`config.mk`:
```
export PLATFORM = sky130hd
export DESIGN_NAME = etc_elapsed_clock
export DESIGN_NICKNAME = d
export VERILOG_FILES = /design/src/inc/etc_pkg.sv /design/src/rtl/etc_tick_gen.sv /design/src/rtl/etc_elapsed_clock.sv
export SDC_FILE = /design/constraint.sdc
export NUM_CORES = 1
export LEC_CHECK = 0
export BUFFER_PORTS_ARGS = -buffer_cell sky130_fd_sc_hd__buf_2
export CAP_MARGIN = 0
export CORE_AREA = 2 2 112 222
export CTS_CLUSTER_SIZE = 25
export DETAILED_ROUTE_END_ITERATION = 8
export DIE_AREA = 0 0 114 224
export PLACE_DENSITY = 0.54
export SLEW_MARGIN = 20
export SYNTH_ARGS = -nofsm -noshare
export SYNTH_HDL_FRONTEND = slang
export SYNTH_SLANG_ARGS = --single-unit
```
`constraint.sdc`:
```
create_clock -name pclk -period 6.4 [get_ports pclk]
set_input_delay 0.32 -clock pclk [delete_from_list [all_inputs] [get_ports pclk]]
set_output_delay 0.32 -clock pclk [all_outputs]
set_load 0.02 [all_outputs]
```
`src/inc/etc_pkg.sv`:
```
// Constants, types and register map of the elapsed-time clock block.
// What this block does
// - Inhibit switch on blocks tick and request.
// - Tick pulses at 50 Hz, 60 Hz or 1 kHz.
// - Idle tick without execute raises request, 3A2, 3Y1.
// - Loop decrements the count word at 0x50.
// - Decrement weight depends on the selected rate.
// - Negative result sets exception, raising interrupt when irq_en enables it.
`default_nettype none
package etc_pkg;

  // ==========================================================================
  // Clock and tick timing.
  localparam int unsigned CLK_HZ       = 100_000_000;
  localparam int unsigned RATE_50_HZ   = 50;
  localparam int unsigned RATE_60_HZ   = 60;
  localparam int unsigned RATE_1K_HZ   = 1000;
  localparam int unsigned TICK_CYC_50  = CLK_HZ / RATE_50_HZ;
  localparam int unsigned TICK_CYC_60  = CLK_HZ / RATE_60_HZ;
  localparam int unsigned TICK_CYC_1K  = CLK_HZ / RATE_1K_HZ;
  localparam int unsigned TICK_CNT_W   = 21;

  // ==========================================================================
  // Rate select encodings and the amount taken off the count per tick.
  localparam logic [1:0]  RATE_SEL_60  = 2'h0;
  localparam logic [1:0]  RATE_SEL_50  = 2'h1;
  localparam logic [1:0]  RATE_SEL_1K  = 2'h2;
  localparam logic [31:0] WEIGHT_60    = 32'h0000_0408;  // 2^3 + 2^10.
  localparam logic [31:0] WEIGHT_50    = 32'h0000_0600;  // 2^9 + 2^10.
  localparam logic [31:0] WEIGHT_1K    = 32'h0000_004D;  // 2^0+2^2+2^3+2^6.

  // ==========================================================================
  // Main-memory word that holds the elapsed-time count.
  localparam logic [31:0] COUNT_ADDR   = 32'h0000_0050;

  // ==========================================================================
  // Register map (byte offsets) and fields.
  localparam logic [11:0] OFS_CTRL     = 12'h000;
  localparam logic [11:0] OFS_STATUS   = 12'h004;
  localparam logic [11:0] OFS_IRQ_EN   = 12'h008;
  localparam logic [11:0] OFS_IRQ_CLR  = 12'h00C;
  localparam logic [11:0] OFS_STATE    = 12'h010;
  localparam logic [11:0] OFS_LAST     = 12'h014;
  localparam int unsigned STAT_W       = 2;
  localparam int unsigned STAT_DONE    = 0;
  localparam int unsigned STAT_EXC     = 1;
  localparam logic [1:0]  CTRL_RST     = RATE_SEL_60;

  // ==========================================================================
  // Sequencer states: idle is the staticizing level that tests the tick.
  typedef enum logic [3:0] {
    ST_IDLE,
    ST_3A2,
    ST_3Y1,
    ST_RD,
    ST_WR
  } etc_fsm_e;

  // Request towards main memory; held until the memory acknowledges.
  typedef struct packed {
    logic        req;
    logic        we;
    logic [31:0] addr;
    logic [31:0] wdata;
  } etc_mem_req_s;

  // Whole state of the top module.
  typedef struct packed {
    logic [1:0]        inh_sync;
    logic [1:0]        rate;
    logic [STAT_W-1:0] status;
    logic [STAT_W-1:0] irq_en;
    logic              irq;
    logic              tick_pending;
    logic              req_flag;
    etc_fsm_e          fsm;
    logic [31:0]       last_count;
    etc_mem_req_s      mem;
    logic [31:0]       prdata;
    logic              pready;
    logic              pslverr;
  } etc_state_s;

endpackage : etc_pkg
`default_nettype wire

```
`src/rtl/etc_tick_gen.sv`:
```
// Rate-selected tick divider for the elapsed-time clock.
`timescale 1ns/1ps
`default_nettype none
module etc_tick_gen
  import etc_pkg::*;
#(
  parameter int unsigned CYC_50 = TICK_CYC_50,
  parameter int unsigned CYC_60 = TICK_CYC_60,
  parameter int unsigned CYC_1K = TICK_CYC_1K
) (
  input  wire logic       pclk,
  input  wire logic       presetn,
  input  wire logic [1:0] rate,
  output logic            tick
);

  // ==========================================================================
  // Elaboration checks: each period must fit the counter and exceed one cycle.
  if (CYC_50 < 2 || CYC_60 < 2 || CYC_1K < 2) begin : g_chk_min
    $error("Tick periods must be at least two cycles.");
  end
  if (CYC_50 >= (1 << TICK_CNT_W) || CYC_60 >= (1 << TICK_CNT_W) ||
      CYC_1K >= (1 << TICK_CNT_W)) begin : g_chk_max
    $error("Tick period does not fit the counter.");
  end

  // Period in cycles for a rate code; unknown code falls back to 60 Hz.
  function automatic logic [TICK_CNT_W-1:0] period_of(input logic [1:0] sel);
    logic [TICK_CNT_W-1:0] p;
    p = TICK_CNT_W'(CYC_60);
    if (sel == RATE_SEL_50) begin
      p = TICK_CNT_W'(CYC_50);
    end else if (sel == RATE_SEL_1K) begin
      p = TICK_CNT_W'(CYC_1K);
    end
    return p;
  endfunction : period_of

  logic [TICK_CNT_W-1:0] cnt_reg;
  logic [TICK_CNT_W-1:0] cnt_next;
  logic                  tick_next;

  // Count down; a rate change takes effect at the next wrap, so no short tick.
  always_comb begin
    tick_next = 1'b0;
    cnt_next  = cnt_reg - TICK_CNT_W'(1);
    if (cnt_reg == '0) begin
      tick_next = 1'b1;
      cnt_next  = period_of(rate) - TICK_CNT_W'(1);
    end
  end

  always_ff @(posedge pclk or negedge presetn) begin
    if (!presetn) begin
      cnt_reg <= '0;
      tick    <= 1'b0;
    end else begin
      cnt_reg <= cnt_next;
      tick    <= tick_next;
    end
  end

  // ==========================================================================
  // Assertions.
  property p_tick_single;
    @(posedge pclk) disable iff (!presetn)
      tick |=> !tick [*1];
  endproperty
  a_tick_single: assert property (p_tick_single)
    else $error("Tick pulse longer than one cycle.");

  property p_tick_reload;
    @(posedge pclk) disable iff (!presetn)
      tick |-> (cnt_reg == period_of($past(rate)) - TICK_CNT_W'(1));
  endproperty
  a_tick_reload: assert property (p_tick_reload)
    else $error("Tick counter not reloaded with the selected period.");

endmodule : etc_tick_gen
`default_nettype wire

```
`src/rtl/etc_elapsed_clock.sv`:
```
// Elapsed-time clock: tick capture, count-update loop and APB registers.
//
// The APB register port and the address map are this design's own decisions.
`timescale 1ns/1ps
`default_nettype none
module etc_elapsed_clock
  import etc_pkg::*;
#(
  parameter int unsigned CYC_50 = TICK_CYC_50,
  parameter int unsigned CYC_60 = TICK_CYC_60,
  parameter int unsigned CYC_1K = TICK_CYC_1K
) (
  input  wire logic         pclk,
  input  wire logic         presetn,
  input  wire logic [11:0]  paddr,
  input  wire logic         psel,
  input  wire logic         penable,
  input  wire logic         pwrite,
  input  wire logic [31:0]  pwdata,
  output logic [31:0]       prdata,
  output logic              pready,
  output logic              pslverr,
  input  wire logic         elapsed_timer_inhibit_switch,
  input  wire logic         execute_phase_flag,
  output etc_mem_req_s      mem,
  input  wire logic [31:0]  mem_rdata,
  input  wire logic         mem_ack,
  output logic              timer_request_flag,
  output logic              elapsed_time_exception_flag,
  output logic              irq
);

  // ==========================================================================
  // Tick source; the rate comes from the state register declared here.
  etc_state_s          r;
  etc_state_s          n;
  logic line_tick_pulse;

  etc_tick_gen #(
    .CYC_50 (CYC_50),
    .CYC_60 (CYC_60),
    .CYC_1K (CYC_1K)
  ) u_tick (
    .pclk    (pclk),
    .presetn (presetn),
    .rate    (r.rate),
    .tick    (line_tick_pulse)
  );

  // ==========================================================================
  // Combinational signals.
  logic [31:0]         weight;
  logic [31:0]         diff;
  logic                set_timer_request;
  logic                acc_wr;
  logic [STAT_W-1:0]   stat_set;
  logic [STAT_W-1:0]   stat_clr;
  logic                inhibit;

  // Weight per tick: per second this takes 61920 at 60 Hz, 76800 at 50 Hz and 77000 at 1 kHz.
  always_comb begin
    weight = WEIGHT_60;
    if (r.rate == RATE_SEL_50) begin
      weight = WEIGHT_50;
    end else if (r.rate == RATE_SEL_1K) begin
      weight = WEIGHT_1K;
    end
  end

  assign diff    = mem_rdata - weight;
  assign inhibit = r.inh_sync[1];

  // Sequencer, flags and register file.
  always_comb begin
    n                 = r;
    stat_set          = '0;
    stat_clr          = '0;
    set_timer_request = 1'b0;
    acc_wr            = psel && penable && r.pready && pwrite;

    // The switch is a panel pin, so it is synchronised before use.
    n.inh_sync = {r.inh_sync[0], elapsed_timer_inhibit_switch};

    // Breaking the tick line while inhibited keeps the sequencer in idle; a loop already past idle still runs to its write.
    if (line_tick_pulse && !inhibit) begin
      n.tick_pending = 1'b1;
    end

    case (r.fsm)
      ST_IDLE: begin
        // A tick is only honoured between instructions.
        set_timer_request = r.tick_pending && !execute_phase_flag && !inhibit;
        if (set_timer_request) begin
          n.req_flag = 1'b1;
          n.fsm      = ST_3A2;
        end
      end
      ST_3A2: begin
        n.fsm = ST_3Y1;
      end
      ST_3Y1: begin
        n.mem.req  = 1'b1;
        n.mem.we   = 1'b0;
        n.mem.addr = COUNT_ADDR;
        n.fsm      = ST_RD;
      end
      ST_RD: begin
        if (mem_ack) begin
          n.mem.we     = 1'b1;
          n.mem.wdata  = diff;
          n.last_count = diff;
          if (diff[31]) begin
            stat_set[STAT_EXC] = 1'b1;
          end
          n.fsm = ST_WR;
        end
      end
      ST_WR: begin
        if (mem_ack) begin
          n.mem.req           = 1'b0;
          n.mem.we            = 1'b0;
          n.req_flag          = 1'b0;
          n.tick_pending      = line_tick_pulse && !inhibit;
          stat_set[STAT_DONE] = 1'b1;
          n.fsm               = ST_IDLE;
        end
      end
      default: begin
        n.fsm = ST_IDLE;
      end
    endcase

    // APB: setup cycle prepares the answer, the access cycle completes it.
    n.pready = 1'b0;
    if (psel && !penable && !r.pready) begin
      n.pready  = 1'b1;
      n.pslverr = 1'b0;
      n.prdata  = '0;
      if (paddr == OFS_CTRL) begin
        n.prdata = {30'h0000_0000, r.rate};
      end else if (paddr == OFS_STATUS) begin
        n.prdata = {30'h0000_0000, r.status};
      end else if (paddr == OFS_IRQ_EN) begin
        n.prdata = {30'h0000_0000, r.irq_en};
      end else if (paddr == OFS_IRQ_CLR) begin
        n.prdata = '0;
      end else if (paddr == OFS_STATE) begin
        n.prdata = {25'h000_0000, inhibit, r.req_flag, r.tick_pending, 4'(r.fsm)};
      end else if (paddr == OFS_LAST) begin
        n.prdata = r.last_count;
      end else begin
        n.pslverr = 1'b1;
      end
    end

    // Writes take effect only at the completing edge.
    if (acc_wr) begin
      if (paddr == OFS_CTRL) begin
        n.rate = pwdata[1:0];
      end else if (paddr == OFS_IRQ_EN) begin
        n.irq_en = pwdata[STAT_W-1:0];
      end else if (paddr == OFS_IRQ_CLR) begin
        stat_clr = pwdata[STAT_W-1:0];
      end
    end

    // A hardware event in the clearing cycle survives the clear.
    n.status = (r.status & ~stat_clr) | stat_set;
    n.irq    = |(n.status & n.irq_en);
  end

  always_ff @(posedge pclk or negedge presetn) begin
    if (!presetn) begin
      r              <= '0;
      r.rate         <= CTRL_RST;
      r.fsm          <= ST_IDLE;
      // Start inhibited, so no tick is taken before the switch has been sampled.
      r.inh_sync     <= '1;
    end else begin
      r <= n;
    end
  end

  // ==========================================================================
  // Outputs, each straight from the state register.
  assign prdata                      = r.prdata;
  assign pready                      = r.pready;
  assign pslverr                     = r.pslverr;
  assign mem                         = r.mem;
  assign timer_request_flag          = r.req_flag;
  assign elapsed_time_exception_flag = r.status[STAT_EXC];
  assign irq                         = r.irq;

  // ==========================================================================
  // Assertions.
  property p_inhibit_blocks;
    @(posedge pclk) disable iff (!presetn)
      $rose(r.tick_pending) |-> $past(line_tick_pulse) && !$past(inhibit);
  endproperty
  a_inhibit_blocks: assert property (p_inhibit_blocks)
    else $error("Tick captured while inhibit was on.");

  property p_inhibit_no_request;
    @(posedge pclk) disable iff (!presetn)
      $rose(timer_request_flag) |-> !$past(inhibit);
  endproperty
  a_inhibit_no_request: assert property (p_inhibit_no_request)
    else $error("Request raised while inhibit was on.");

  property p_request_cause;
    @(posedge pclk) disable iff (!presetn)
      $rose(timer_request_flag) |->
        $past(r.fsm == ST_IDLE) && $past(r.tick_pending) && !$past(execute_phase_flag);
  endproperty
  a_request_cause: assert property (p_request_cause)
    else $error("Request raised without idle tick outside execute.");

  property p_level_order;
    @(posedge pclk) disable iff (!presetn)
      $rose(timer_request_flag) |-> r.fsm == ST_3A2 ##1 r.fsm == ST_3Y1
        ##1 (mem.req && !mem.we && mem.addr == COUNT_ADDR);
  endproperty
  a_level_order: assert property (p_level_order)
    else $error("Levels did not run 3A2 then 3Y1 then read.");

  property p_count_addr;
    @(posedge pclk) disable iff (!presetn)
      mem.req |-> mem.addr == COUNT_ADDR;
  endproperty
  a_count_addr: assert property (p_count_addr)
    else $error("Memory access away from the count word.");

  property p_subtract;
    @(posedge pclk) disable iff (!presetn)
      (r.fsm == ST_RD && mem_ack) |=>
        mem.we && mem.wdata == $past(mem_rdata) - $past(weight);
  endproperty
  a_subtract: assert property (p_subtract)
    else $error("Written count is not read value minus weight.");

  property p_weight_rate;
    @(posedge pclk) disable iff (!presetn)
      (r.fsm == ST_RD && mem_ack && r.rate == RATE_SEL_1K) |=>
        $past(mem_rdata) - mem.wdata == WEIGHT_1K;
  endproperty
  a_weight_rate: assert property (p_weight_rate)
    else $error("Wrong decrement for the 1 kHz rate.");

  property p_negative_exc;
    @(posedge pclk) disable iff (!presetn)
      (r.fsm == ST_RD && mem_ack && diff[31]) |=> elapsed_time_exception_flag;
  endproperty
  a_negative_exc: assert property (p_negative_exc)
    else $error("Negative result did not raise the exception.");

  property p_irq_follows;
    @(posedge pclk) disable iff (!presetn)
      (elapsed_time_exception_flag && r.irq_en[STAT_EXC]) |-> irq;
  endproperty
  a_irq_follows: assert property (p_irq_follows)
    else $error("Enabled exception without interrupt.");

  property p_done_clears;
    @(posedge pclk) disable iff (!presetn)
      (r.fsm == ST_WR && mem_ack && !line_tick_pulse) |=>
        !timer_request_flag && !r.tick_pending && !mem.req && r.fsm == ST_IDLE;
  endproperty
  a_done_clears: assert property (p_done_clears)
    else $error("Loop end did not clear tick and request.");

  property p_inhibit_idle;
    @(posedge pclk) disable iff (!presetn)
      (inhibit && r.fsm == ST_IDLE) |=> r.fsm == ST_IDLE;
  endproperty
  a_inhibit_idle: assert property (p_inhibit_idle)
    else $error("Loop left idle while inhibit was on.");

  property p_write_back;
    @(posedge pclk) disable iff (!presetn)
      (r.fsm == ST_WR) |-> mem.req && mem.we && mem.wdata == r.last_count;
  endproperty
  a_write_back: assert property (p_write_back)
    else $error("Write-back does not carry the updated count.");

  property p_exc_sticky;
    @(posedge pclk) disable iff (!presetn)
      $fell(elapsed_time_exception_flag) |->
        $past(acc_wr) && $past(paddr) == OFS_IRQ_CLR && $past(pwdata[STAT_EXC]);
  endproperty
  a_exc_sticky: assert property (p_exc_sticky)
    else $error("Exception cleared without a software clear.");

  c_loop: cover property (@(posedge pclk) disable iff (!presetn)
    r.fsm == ST_WR && mem_ack);
  c_exc: cover property (@(posedge pclk) disable iff (!presetn)
    $rose(elapsed_time_exception_flag));
  c_execute_phase_flag_block: cover property (@(posedge pclk) disable iff (!presetn)
    r.fsm == ST_IDLE && r.tick_pending && execute_phase_flag);
  c_slverr: cover property (@(posedge pclk) disable iff (!presetn)
    pready && pslverr);

endmodule : etc_elapsed_clock
`default_nettype wire

```
==> reports/metrics.yaml, run 1 <==
final_util: 0.272
fillers: 2538
drt_iter0_drc: 157
synth_ff_type: "dfrtp_1"
clk_latency_ps: 370
setup_slack_ps: 3190
grt_first_pass_wirelength_um: 24000
finalClockSkew_ps: 12.9
crit_path_max_fanout: 7
finalPower_mw: 1.97
yosysWarnings: 0
port_buffers: 126
placed_cell_area_um2: 6190
place_inst: 935
regArea_um2: 2630
cpMaxStageDelayCell: "or4_1"
num_io_pins: 187
fin_crit_sh: 0.501
post-route-min-period_ps: 3210
antenna_found_initial: 3
power_density_nw_per_um2: 305
drt_wl_total_um: 15300
largest_reg_flops: 35
synth_edf_count: 0
core-area_um2: 23800
slowest_delay_ps: 640
num_vias: 4350
multiInputGateArea_um2: 2470
ant_nets: 0
crit_path_start_kind: "register"
final_layout_size_suffix_gt1_frac: 0.242
crit_type: "register to register"
r2r_cells: 11
status: "completed"
synth-async-reset-ratio: 1.00
fp-row-count: 80
cpMostUsedCell: "and3_1"
hold-path-cell-count: 1
synth_area_leaders: "dfrtp_1 44%, buf_4 13%, nand2_1 4.1%, a22o_1 3.9%, xnor2_1 3.0%"
initial_core_util: 0.246
power_leakage_nw: 3.05
die-area_um2: 25500
cts_buffer_depth: 2
endpoint_kind: "register"
holdWs_ps: 52.1
area_growth_pct: 10.2
cts_buffers: 9
root_buffer: "clkbuf_16"
setup_tns_ps: 0
grt_use_total: 0.124
cts_tree: "done"
die_h_um: 224
dpl_worst_slack_ps: 3220
cap_violations: 0
design_area_um2: 6470
instances_no_fill: 953
reg2reg_slack_ps: 3190
fmaxAchievable_mhz: 312
synth_area_um2: 5870
relSlewSlack: 0.368
netlist.area_leader.share: 0.439
reg2reg_from: "u_tick.cnt_reg[12]"
min_path_type: "input pin to register"
drc: 0
finalHoldViolCount: 0
worst-endpoint-arrival_ps: 3500
synth_seq_cells: 105
crit_cells: 11
viasPerCell: 4.56
rsz0062_at_grt: "false"
die_w_um: 114
ir_drop_v: 0.000132
synth_common_cells: "103 x dfrtp_1, 98 x buf_4, 64 x nand2_1, 29 x nor2_1, 28 x o21ai_1"
synthCells: 609
critPathTopFamily: "simple AND/OR/NAND/NOR gates"
cp-startpoint: "u_tick.cnt_reg[12]"
cp_cell_sequence: "or4_1 -> nor4_1 -> nand2_1 -> inv_2 -> a21oi_1 -> ha_1 -> nor3b_1 -> and3_1 -> o21a_4 -> and3_1 -> o21ai_1"
grt_max_degree: 64
routabilityCongestion: 0.794
yosysMostFrequentCell: "dfrtp_1"
clkTransAtPathRegs_ps: 70
grt_pass1_vias: 4363
first_pass_iters: 4
setup_viol: 0
syn_area_per_cell_um2: 9.64
ys_seq_area_frac: 0.448
fin_nets: 754
drv_slew: 0
h-tree-depth: 3
crit_buf_inv: 1
clkSinkCount: 105
yosysUniqueCellTypes: 63
postCtsResizedCells: 0
place_hpwl_um: 12000
synth_top_area_cell: "dfrtp_1"
worstPathRequired_ps: 6690
min-delay-start: "elapsed_timer_inhibit_switch"
post_drt_wl_per_cell_um: 16.0
worstMarginPinSlew_ps: 944
grt_overflow_total: 0
## per-layer routing
metal  vias to the layer above  GRT usage  share of wire
li1                       2110          -              -
met1                      2112      0.129           0.37
met2                       100      0.229           0.56
met3                        26     0.0268          0.041
met4                         2     0.0594          0.028
met5                         -          0        0.00072
## where the power goes
part | internal [mW] | leakage (nW) | total (mW) | switching [mW]
clock | 0.265 | 0.127 | 0.524 | 0.259
combinational | 0.186 | 1.62 | 0.540 | 0.354
sequential | 0.784 | 1.31 | 0.908 | 0.125
total | 1.24 | 3.05 | 1.97 | 0.737
## placed cells by master (no fill, tap or decap), drive strengths merged, types with 5 or more instances in the layout
cell	count
xor2	14
o31ai	6
or3	6
nand2b	5
a22o	26
and3	8
conb	30
nor4	11
xnor2	20
ha	10
nor2	29
nor2b	5
nor3	20
nand2	65
a21oi	16
mux2i	7
o21ai	49
nand3	8
inv	15
a31oi	5
clkbuf	12
dfrtp	103
buf	131
## what timing repair did
| action | 4_1_cts | 5_1_grt |
|---|---|---|
| hold buffers | 1 | 0 |
| hold endpoints to repair | 40 | 0 |
| setup buffers | 0 | 0 |
## logic make-up after synthesis
logic type | Yosys count | synth area share
AO/OA/AOI/OAI | 130 | 0.148
XOR/XNOR | 34 | 0.0507
adder cells (fa/ha/maj) | 10 | 0.0213
buffers and inverters | 136 | 0.150
flip-flops | 105 | 0.448
multiplexers | 12 | 0.0254
other | 1 | 0.000639
AND/OR/NAND/NOR | 181 | 0.156
## cell type report
cell class,instances,area share
inverter,15,0.00870
sequential,105,0.407
clock inverter,4,0.00464
tap,287,0.0555
multi-input combinational,397,0.382
antenna,1,0.000387
clock buffer,12,0.0366
timing repair buffer,132,0.105
## worst paths after layout
check                                     endpoint
max in group asynchronous               prdata[21]
worst max-delay path            u_tick.cnt_reg[14]
worst max register to register  u_tick.cnt_reg[14]
worst min register to register             inhibit
worst min-delay path                        n[146]
min in group asynchronous                  mem[64]
(Power assumes the default switching activity.)
==> run 2: changes to the inputs <==
--- a/config.mk
+++ b/config.mk
@@ -5,13 +5,14 @@
 export SDC_FILE = /design/constraint.sdc
 export NUM_CORES = 1
 export LEC_CHECK = 0
+export ABC_AREA = 1
 export BUFFER_PORTS_ARGS = -buffer_cell sky130_fd_sc_hd__buf_2
 export CAP_MARGIN = 0
-export CORE_AREA = 2 2 112 222
+export CORE_AREA = 2 2 120 238
 export CTS_CLUSTER_SIZE = 25
 export DETAILED_ROUTE_END_ITERATION = 8
-export DIE_AREA = 0 0 114 224
-export PLACE_DENSITY = 0.54
+export DIE_AREA = 0 0 122 240
+export PLACE_DENSITY = 0.53
 export SLEW_MARGIN = 20
 export SYNTH_ARGS = -nofsm -noshare
 export SYNTH_HDL_FRONTEND = slang
==> constraint.sdc (replaced) <==
create_clock -name pclk -period 3 [get_ports pclk]
set_input_delay 0.15 -clock pclk [delete_from_list [all_inputs] [get_ports pclk]]
set_output_delay 0.15 -clock pclk [all_outputs]
set_load 0.02 [all_outputs]
==> run 2 against run 1 <==
Routed wire length increased by 30%. Flip-flop and latch count unchanged. Clock skew is 2.3 ps lower. Global-route usage up 1.9 points. Via count increased by 32%. Critical path depth rose by 5. Die area grew 15%.
==> reports/metrics.yaml, run 2 <==
status: "completed"
ant_nets: 0
netlist.area_leader.share: 0.382
pwr-share-seq: 0.427
cp-startpoint: "r[143]"
core-area_um2: 27400
synth_top_area_cell: "dfrtp_1"
first_pass_iters: 4
comb_power_share: 0.293
synthCells: 915
die_h_um: 240
setup_tns_ps: 0
fin_crit_sh: 0.852
area_growth_pct: 11.8
grt_first_pass_wirelength_um: 30900
ir_drop_v: 0.000297
h-tree-depth: 3
initial_core_util: 0.246
drv_slew: 0
drc: 0
p_int_mw: 2.75
power_leakage_nw: 4.02
largest_reg_flops: 35
endpoint_kind: "register"
yosysWarnings: 0
synth_ff_type: "dfrtp_1"
drt_iter0_drc: 301
finalHoldViolCount: 0
grt_use_total: 0.143
reg2reg_from: "r[143]"
relSlewSlack: 0.581
pwr-share-clk: 0.280
postCtsResizedCells: 0
cts_tree: "done"
root_buffer: "clkbuf_16"
synth_area_leaders: "dfrtp_1 38%, nand2_1 11%, buf_4 11%, inv_1 7.9%, nor2_1 5.2%"
ys_seq_area_frac: 0.389
num_io_pins: 187
reg2reg_slack_ps: 440
grt_overflow_total: 0
syn_area_per_cell_um2: 7.38
post_drt_wl_per_cell_um: 14.9
final_util: 0.275
finalClockSkew_ps: 10.6
rsz0062_at_grt: "false"
routabilityCongestion: 0.896
grt_pass1_vias: 5840
fp-row-count: 86
drt_wl_total_um: 19900
worstPathRequired_ps: 3270
worst_setup_path_endpoint: "irq"
clkSinkCount: 105
yosysUniqueCellTypes: 43
place_hpwl_um: 16200
die_w_um: 122
viasPerCell: 4.28
crit_type: "register to register"
cts_buffer_depth: 2
port_buffers: 126
worstMarginPinSlew_ps: 629
layout_common_cells: "202 x nand2_1, 142 x inv_1, 125 x buf_2, 103 x dfrtp_1, 92 x nor2_1"
crit_path_start_kind: "register"
crit_path_max_fanout: 5
diodes: 0
p_sw_mw: 1.69
r2r_cells: 16
synth_common_cells: "202 x nand2_1, 142 x inv_1, 103 x dfrtp_1, 99 x buf_4, 93 x nor2_1"
synth_seq_cells: 105
worst-endpoint-arrival_ps: 2820
num_vias: 5723
min_path_type: "input pin to register"
yosysMostFrequentCell: "nand2_1"
synth_edf_count: 0
cts_buffers: 9
setup_viol: 0
post-route-min-period_ps: 2560
synth_area_um2: 6750
synth-async-reset-ratio: 1.00
switching_share: 0.380
clk_latency_ps: 370
die-area_um2: 29300
timing.rr.end: "irq"
grt_max_degree: 48
cap_violations: 0
antenna_found_initial: 2
final_layout_size_suffix_gt1_frac: 0.196
fin_nets: 1075
clkTransAtPathRegs_ps: 70
layout_commonest_cell: "nand2_1"
fmaxAchievable_mhz: 391
power_density_nw_per_um2: 589
==> run 2: cell count changes after synthesis, moves of 8 or more <==
cell | before | now
nor2_2 | 0 | 8
xnor2_1 | 20 | 4
inv_1 | 13 | 142
nand4_1 | 4 | 14
nor4_1 | 11 | 3
nand3_1 | 8 | 64
nor2_1 | 29 | 93
nand2_2 | 0 | 8
o21ai_0 | 21 | 60
a22o_1 | 26 | 0
o21ai_1 | 28 | 9
clkbuf_1 | 21 | 8
and3_1 | 8 | 0
nand2_1 | 64 | 202
==> run 2: kinds of logic (layout without fill, tap and decap cells) <==
family	Yosys count	count (layout)	share of synthesized area
AO/OA/AOI/OAI	96	96	0.0771
XOR/XNOR	19	19	0.0246
adder cells (fa/ha/maj)	10	10	0.0185
buffers and inverters	257	299	0.198
flip-flops	105	105	0.389
multiplexers	1	1	0.00167
other	1	30	0.000555
AND/OR/NAND/NOR	426	426	0.290
==> run 2: layer usage <==
layer / vias up / track usage / part of all wire
li1: 2861 / - / -
met1: 2653 / 0.136 / 0.34
met2: 156 / 0.281 / 0.57
met3: 49 / 0.0289 / 0.045
met4: 4 / 0.0693 / 0.041
met5: - / 0 / 0.0011
==> run 2: how the worst min path moves through the flow <==
stage	from	endpoint	depth (start not counted)
final	mem_ack	r[134]	2
after global placement	presetn	pready	1
after global routing	mem_ack	r[134]	2
after floorplan	presetn	elapsed_time_exception_flag	0
after detailed placement	presetn	pready	1
after CTS	mem_ack	r[134]	2
==> run 2: through the flow <==
| step | worst slack (ps) | area (um^2) | hold WS (ps) | cells | power [mW] |
|---|---|---|---|---|---|
| global route | 104 | 7550 | 56.2 | 1338 | 4.74 |
| floorplan | 862 | 6860 | -146 | 944 | 2.98 |
| global placement | 388 | 7210 | 212 | 1319 | 3.25 |
| CTS | 394 | 7550 | 38.6 | 1338 | 4.55 |
| detailed placement | 410 | 7210 | 210 | 1319 | 3.26 |
| finish | 444 | 7550 | 63.9 | 1338 | 4.44 |
==> run 2: power by group through the flow <==
stage	combinational, mW	clock [mW]	sequential, mW
2_1_floorplan	1.14	0	1.85
3_3_place_gp	1.33	0	1.93
3_5_place_dp	1.33	0	1.93
4_1_cts	1.33	1.31	1.91
5_1_grt	1.46	1.34	1.94
6_report	1.30	1.24	1.90
==> run 2: area by class of cell <==
type                       instances  area (um^2)
fill                            3025        19900
multi-input combinational        582         2900
sequential                       105         2630
timing repair buffer             135          721
inverter                         148          556
tap                              352          440
clock buffer                      11          243
clock inverter                     5         62.6
==> run 2: critical path, cell delays in order, from the launching register on <==
cell     delay [ps]
dfrtp_1         430
inv_1           110
ha_1            230
inv_1           100
ha_1            350
a21oi_1         160
inv_1            60
nor2_1           80
nand2_1          90
nand2_1         150
nand2_1         130
nor2_1          110
nand2_1          50
nand3_1         180
nand2_1         100
nand2_1          70
nand2_1          40
==> run 2: timing repair <==
| action | in CTS | in global routing |
|---|---|---|
| buffers inserted | 0 | 0 |
| endpoints found under the hold margin | 45 | 0 |
| hold buffers | 3 | 0 |
